`config.mk`:
```
export PLATFORM = sky130hd
export DESIGN_NAME = otp_gen
export DESIGN_NICKNAME = d
export VERILOG_FILES = /design/src/inc/otp_pkg.sv /design/src/logic/otp_gen.sv /design/src/logic/otp_pn_gen.sv
export VERILOG_INCLUDE_DIRS = /design/src /design/src/inc
export SDC_FILE = /design/constraint.sdc
export NUM_CORES = 1
export LEC_CHECK = 0
export BUFFER_PORTS_ARGS = -buffer_cell sky130_fd_sc_hd__buf_2
export CORE_MARGIN = 8
export CORE_UTILIZATION = 61
export CTS_BUF_LIST = sky130_fd_sc_hd__clkbuf_4
export CTS_CLUSTER_DIAMETER = 120
export CTS_CLUSTER_SIZE = 24
export DETAILED_ROUTE_END_ITERATION = 8
export PLACE_DENSITY = 0.8
export SYNTH_ARGS = -nofsm -noshare
export SYNTH_HDL_FRONTEND = slang
export SYNTH_HIERARCHICAL = 1
export SYNTH_SLANG_ARGS = --single-unit
```
`constraint.sdc`:
```
create_clock -name core_clk -period 4.3 [get_ports core_clk]
set_input_delay 1.075 -clock core_clk [delete_from_list [all_inputs] [get_ports core_clk]]
set_output_delay 1.075 -clock core_clk [all_outputs]
set_load 0.01 [all_outputs]
```
`src/inc/otp_consts.svh`:
```
// constants for the output test pattern generator
`ifndef OTP_CONSTS_SVH
`define OTP_CONSTS_SVH

// ************************************************************
// register map
// ************************************************************
`define OTP_ADDR_MODE 13'h00D
`define OTP_ADDR_USER_FIRST 13'h019
`define OTP_ADDR_USER_LAST 13'h020
`define OTP_MODE_RST 8'h00
`define OTP_RDATA_RST 8'h00

// ************************************************************
// fixed pattern words, twos complement
// ************************************************************
`define OTP_MIDSCALE 12'h000
`define OTP_POS_FS 12'h7FF
`define OTP_NEG_FS 12'h800
`define OTP_CHK_A 12'hAAA
`define OTP_CHK_B 12'h555
`define OTP_ALL_ONE 12'hFFF
`define OTP_ALL_ZERO 12'h000
`define OTP_FMT_FLIP 12'h800
`define OTP_RAMP_STEP 12'h001
`define OTP_DATA_RST 12'h000

// ************************************************************
// user pattern and pseudorandom source
// ************************************************************
`define OTP_USER_BYTES 8
`define OTP_USER_WORDS 4
`define OTP_USER_IDX_RST 2'h0
`define OTP_USER_IDX_STEP 2'h1
`define OTP_PN_SEED 23'h7FFFFF
`define OTP_PN_TAP_A 22
`define OTP_PN_TAP_B 17

`endif

```
`src/inc/otp_pkg.sv`:
```
// types for the output test pattern generator
package otp_pkg;
    typedef enum logic [3:0] {
        OTP_OFF = 4'b0000,
        OTP_MID = 4'b0001,
        OTP_POS = 4'b0010,
        OTP_NEG = 4'b0011,
        OTP_CHK = 4'b0100,
        OTP_PN = 4'b0101,
        OTP_TGL = 4'b0111,
        OTP_USER = 4'b1000,
        OTP_RAMP = 4'b1111
    } otp_mode_t;
endpackage

```
`src/logic/otp_gen.sv`:
```
// output test pattern selector that sits between converter and output lanes
`timescale 1ns/1ns
`include "otp_consts.svh"

// What this block does
// - mode field in register output_test_mode_select; 0000 at reset passes converted samples.
// - mode 0001 sends midscale zero on every sample.
// - mode 0010 sends positive full scale on every sample.
// - mode 0011 sends negative full scale on every sample.
// - mode 0100 alternates checkerboard words, never format converted.
// - mode 0101 sends a long pseudorandom sequence, format converted.
// - mode 0111 alternates all ones and all zeros, never format converted.
// - mode 1000 sends user words from registers user_pattern_first to user_pattern_last, format converted.
// - mode 1111 sends a ramp rising by one per sample, never format converted.
module otp_gen (
    // clock and reset
    input wire logic core_clk,
    input wire logic rst,
    // register port
    input wire logic reg_wr,
    input wire logic reg_rd,
    input wire logic [12:0] reg_addr,
    input wire logic [7:0] reg_wdata,
    output logic [7:0] reg_rdata,
    // output format select, high for offset binary
    input wire logic fmt_offset_bin,
    // converted samples in
    input wire logic smp_valid,
    input wire logic [11:0] smp_data,
    // samples to the output lanes
    output logic out_valid,
    output logic [11:0] out_data
);
    // ************************************************************
    // registers
    // ************************************************************
    logic [7:0] mode_reg_ff;
    logic [7:0] user_mem [0:`OTP_USER_BYTES-1];
    logic [7:0] rdata_ff;
    logic mode_wr;
    logic user_hit;
    logic [12:0] user_off;
    otp_pkg::otp_mode_t mode;

    assign mode_wr = reg_wr && (reg_addr == `OTP_ADDR_MODE);
    assign user_hit = (reg_addr >= `OTP_ADDR_USER_FIRST) && (reg_addr <= `OTP_ADDR_USER_LAST);
    assign user_off = reg_addr - `OTP_ADDR_USER_FIRST;
    assign mode = otp_pkg::otp_mode_t'(mode_reg_ff[3:0]);

    always_ff @(posedge core_clk) begin
        if (rst) begin
            mode_reg_ff <= `OTP_MODE_RST;
        end else if (mode_wr) begin
            mode_reg_ff <= reg_wdata;
        end
    end

    // user bytes carry no reset, as a plain pattern store would
    always_ff @(posedge core_clk) begin
        if (reg_wr && user_hit) begin
            user_mem[user_off[2:0]] <= reg_wdata;
        end
    end

    // unmapped addresses read as zero
    always_ff @(posedge core_clk) begin
        if (rst) begin
            rdata_ff <= `OTP_RDATA_RST;
        end else if (reg_rd) begin
            if (reg_addr == `OTP_ADDR_MODE) begin
                rdata_ff <= mode_reg_ff;
            end else if (user_hit) begin
                rdata_ff <= user_mem[user_off[2:0]];
            end else begin
                rdata_ff <= `OTP_RDATA_RST;
            end
        end
    end

    assign reg_rdata = rdata_ff;

    // ************************************************************
    // pattern sequencing
    // ************************************************************
    // a mode write restarts every sequence so word 1 always comes first
    logic phase_ff;
    logic [11:0] ramp_ff;
    logic [1:0] user_idx_ff;
    logic [11:0] pn_word;
    logic [11:0] user_word [0:`OTP_USER_WORDS-1];

    always_ff @(posedge core_clk) begin
        if (rst || mode_wr) begin
            phase_ff <= 1'b0;
        end else if (smp_valid) begin
            phase_ff <= ~phase_ff;
        end
    end

    always_ff @(posedge core_clk) begin
        if (rst || mode_wr) begin
            ramp_ff <= `OTP_DATA_RST;
        end else if (smp_valid && mode == otp_pkg::OTP_RAMP) begin
            ramp_ff <= ramp_ff + `OTP_RAMP_STEP;
        end
    end

    always_ff @(posedge core_clk) begin
        if (rst || mode_wr) begin
            user_idx_ff <= `OTP_USER_IDX_RST;
        end else if (smp_valid && mode == otp_pkg::OTP_USER) begin
            user_idx_ff <= user_idx_ff + `OTP_USER_IDX_STEP;
        end
    end

    // odd byte holds the upper eight bits, even byte's top nibble the rest
    genvar gi;
    generate
        for (gi = 0; gi < `OTP_USER_WORDS; gi = gi + 1) begin : g_user
            assign user_word[gi] = {user_mem[2*gi+1], user_mem[2*gi][7:4]};
        end
    endgenerate

    otp_pn_gen u_pn (
        .core_clk(core_clk),
        .rst(rst),
        .pn_restart(mode_wr),
        .pn_advance(smp_valid && mode == otp_pkg::OTP_PN),
        .pn_word(pn_word)
    );

    // ************************************************************
    // word selection and format conversion
    // ************************************************************
    logic [11:0] nxt_word;
    logic nxt_conv;

    always_comb begin
        nxt_word = smp_data;
        nxt_conv = 1'b1;
        unique case (mode)
            otp_pkg::OTP_OFF: nxt_word = smp_data;
            otp_pkg::OTP_MID: nxt_word = `OTP_MIDSCALE;
            otp_pkg::OTP_POS: nxt_word = `OTP_POS_FS;
            otp_pkg::OTP_NEG: nxt_word = `OTP_NEG_FS;
            otp_pkg::OTP_CHK: begin
                nxt_word = phase_ff ? `OTP_CHK_B : `OTP_CHK_A;
                nxt_conv = 1'b0;
            end
            otp_pkg::OTP_PN: nxt_word = pn_word;
            otp_pkg::OTP_TGL: begin
                nxt_word = phase_ff ? `OTP_ALL_ZERO : `OTP_ALL_ONE;
                nxt_conv = 1'b0;
            end
            otp_pkg::OTP_USER: nxt_word = user_word[user_idx_ff];
            otp_pkg::OTP_RAMP: begin
                nxt_word = ramp_ff;
                nxt_conv = 1'b0;
            end
            default: nxt_word = smp_data;
        endcase
    end

    // offset binary differs from twos complement only in the sign bit
    logic [11:0] out_data_ff;
    logic out_valid_ff;

    always_ff @(posedge core_clk) begin
        if (rst) begin
            out_data_ff <= `OTP_DATA_RST;
        end else if (smp_valid) begin
            out_data_ff <= (nxt_conv && fmt_offset_bin) ? nxt_word ^ `OTP_FMT_FLIP
                                                        : nxt_word;
        end
    end

    always_ff @(posedge core_clk) begin
        if (rst) begin
            out_valid_ff <= 1'b0;
        end else begin
            out_valid_ff <= smp_valid;
        end
    end

    assign out_data = out_data_ff;
    assign out_valid = out_valid_ff;

    logic [11:0] fmt_mask;
    assign fmt_mask = fmt_offset_bin ? `OTP_FMT_FLIP : `OTP_DATA_RST;
endmodule

```
`src/logic/otp_pn_gen.sv`:
```
// pseudorandom word source for the pattern generator
`timescale 1ns/1ns
`include "otp_consts.svh"

module otp_pn_gen (
    // clock and reset
    input wire logic core_clk,
    input wire logic rst,
    // control
    input wire logic pn_restart,
    input wire logic pn_advance,
    // word out
    output logic [11:0] pn_word
);
    logic [22:0] lfsr_ff;

    // one shift per sample keeps the logic small; words overlap by eleven bits
    always_ff @(posedge core_clk) begin
        if (rst || pn_restart) begin
            lfsr_ff <= `OTP_PN_SEED;
        end else if (pn_advance) begin
            lfsr_ff <= {lfsr_ff[21:0], lfsr_ff[`OTP_PN_TAP_A] ^ lfsr_ff[`OTP_PN_TAP_B]};
        end
    end

    assign pn_word = lfsr_ff[11:0];
endmodule

```
==> results.cfg <==
[sta]
period_minus_slack_ns = 2.97
finalCritPeriodShare_pct = 69.1
tns_ns = 0
grt_setup_unrepaired = no
setup_viol = 0
hold_violations = 0
maxSlewHeadroom_pct = 27.7
report.final.slew_viol_count = 0
fin_worst_skew_ns = 0.0174
fmax_mhz = 337
worst_pin_slew_ns = 1.08

[logic_synthesis]
netlist_instances = 528
yosys-top-cells-area = edfxtp_1 31%, dfxtp_1 22%, mux4_2 10%, mux2i_1 5.0%, nand2_1 4.7%
synthTopCellsByCount = 77 x nand2_1, 67 x dfxtp_1, 64 x edfxtp_1
synth_fp_nets = 571
synth_top_area_share_pct = 31.1
synth_area_leader_cell = edfxtp_1
synth_ff_type = dfxtp_1
seq_area_frac_synth_pct = 52.8
yosysMostFrequentCell = nand2_1
syn_area_um2 = 6180
async_flop_share_pct = 0
synthDistinctLibCells = 61
ys_ff_latch = 131
syn_avg_cell_area_um2 = 11.7
synth-warning-count = 6
synth_edf_count = 64

[worst_setup_path]
crit_fanout = 11
worstSetupPathType = in -> reg
end_kind = flop
crit_buf_inv = 2
regToRegStartpoint = mode_reg_ff[3]$_SDFFE_PP0P_
critPathArrivalTime_ns = 3.15
cp-start-kind = input pin
slowest_delay_ns = 0.85
cpLargestDelayFamily = XOR/XNOR gates
crit_start = reg_addr[0]
worstPathCellList = buf_2 -> inv_1 -> ha_1 -> xor2_1 -> nand2_1 -> nor2_1
crit_slowest_cell = xor2_1
required_ns = 4.48

[die]
die_area_um2 = 13600
coreArea_um2 = 9820
pin_count = 60
fp.dieH_um = 117
rows = 36
initial_core_util_pct = 62.9
die_x_um = 117

[detailed_routing]
vias = 4384
routed_wl_mm = 13.8
drt_pass1_iterations = 7
wl_per_cell_um = 19.4
ant_nets = 0
drt-initial-drc-count = 488
route.detailed.drc = 0
vias_per_cell = 6.17

[global_routing]
grt_pass1_wl_mm = 21.7
first_global_vias = 4226
grt_max_degree = 33
antenna_found_initial = 0
grt_use_total_pct = 21.4
gr-total-overflow = 0

[final_layout]
nets = 607
multi_input_area_um2 = 2590
syn_to_final_growth_pct = 7.59
drive_above_1_share_pct = 24.1
fillerInstances = 771
antenna_cells = 0
ff_latch_area_um2 = 3260

[pwr]
power_frac_comb_pct = 6.4
clock_power_share_pct = 34.5
ir_drop_uv = 277
seqPwrFrac_pct = 59.0
p_int_mw = 1.67
power.density_nw_per_um2 = 336
power_mw = 2.23
p_leak_nw = 2.37
p_sw_share_pct = 25.2
power_switching_uw = 564

[clock_tree]
clock_sinks = 131
cts_hold_buf = 0
cts_buffers = 17
clock_latency_ns = 0.54
htree_num_levels = 4
post_cts_buffers = 0
cts_tree = done
cts_buffer_depth = 2
clockRootBuffer = clkbuf_4
ctsResizeCount = 0
clkSlewWorstSetupHoldPaths_ns = 0.12

[place]
place_congestion = 0.982
io_buffers = 59
dp_hpwl_mm = 9.83

[hold_path]
min_from = out_data[8]$_SDFFE_PP0P_
hp-class = reg -> reg

[run]
drv_cap = 0

[run_status]
outcome = complete, no violations
-- tightest hold or removal path: stages, from the launching register on --
cell,delay (ns)
dfxtp_1,0.33
nand2b_1,0.06
a21oi_1,0.05
-- layout make-up --
class / count / area share [%]
Clock buffer: 18 / 2.03
Clock inverter: 14 / 1.96
Inverter: 7 / 0.395
Multi-Input combinational cell: 343 / 39.0
Sequential cell: 131 / 49.1
Tap cell: 133 / 2.50
Timing Repair Buffer: 64 / 5.01
-- registers in the layout, indices dropped and copies added, names as in the netlist --
signal        count
phase_ff          1
user_mem         64
mode_reg_ff       8
u_pn/lfsr_ff     23
ramp_ff          12
reg_rdata         8
out_valid         1
out_data         12
user_idx_ff       2
-- final timing paths --
check        cells after the start  slack (ns)                         to
max reg2reg                      6        1.67  out_data[11]$_SDFFE_PP0P_
min                              2        0.48   out_data[8]$_SDFFE_PP0P_
max                              6        1.33   user_mem[4][1]$_DFFE_PP_
min reg2reg                      2        0.48   out_data[8]$_SDFFE_PP0P_
-- cell families (layout without fill, tap and decap cells) --
family / after synthesis / count (layout) / synth area share [%]
fa+ha+maj: 4 / 4 / 0.810
compound gates: 80 / 80 / 8.75
buf+inv: 54 / 103 / 5.24
mux: 59 / 59 / 15.2
xor+xnor: 18 / 18 / 2.55
simple gates: 182 / 182 / 14.6
flops: 131 / 131 / 52.8
-- power by group through the flow --
stage	combinational [mW]	clock [mW]	sequential, mW
2_1_floorplan	0.0813	0	1.35
3_3_place_gp	0.137	0	1.35
3_5_place_dp	0.142	0	1.35
4_1_cts	0.142	0.789	1.32
5_1_grt	0.157	0.840	1.32
6_report	0.143	0.772	1.32
-- metal layers --
metal,up-vias,share of wire [%],track usage [%]
li1,1998,-,-
met1,2118,40,26.1
met2,226,47,32.9
met3,42,9.6,7.03
met4,0,3.9,11.9
met5,-,0,0
-- stage by stage --
stage	worst slack, ns	hold slack, ns	utilization, %	instance area [um^2]	std cells
detailed placement	0.731	0.455	65.0	6380	678
global route	1.14	0.512	67.7	6650	710
CTS	1.33	0.474	67.7	6650	710
floorplan	0.466	0.440	-	6180	528
global placement	0.807	0.454	65.0	6380	678
finish	1.33	0.476	67.7	6650	710
-- placed cells by master (no fill, tap or decap), drive strengths merged, types with 10 or more instances in the layout --
cell and instances:
clkbuf 18, nor2b 17, edfxtp 64, mux2i 31, mux4 28, nand2 78
o21ai 14, a31oi 10, xor2 10, inv 11, buf 64, dfxtp 67
nor2 45, a21oi 18
No activity file was read; power rests on OpenSTA's default activity.
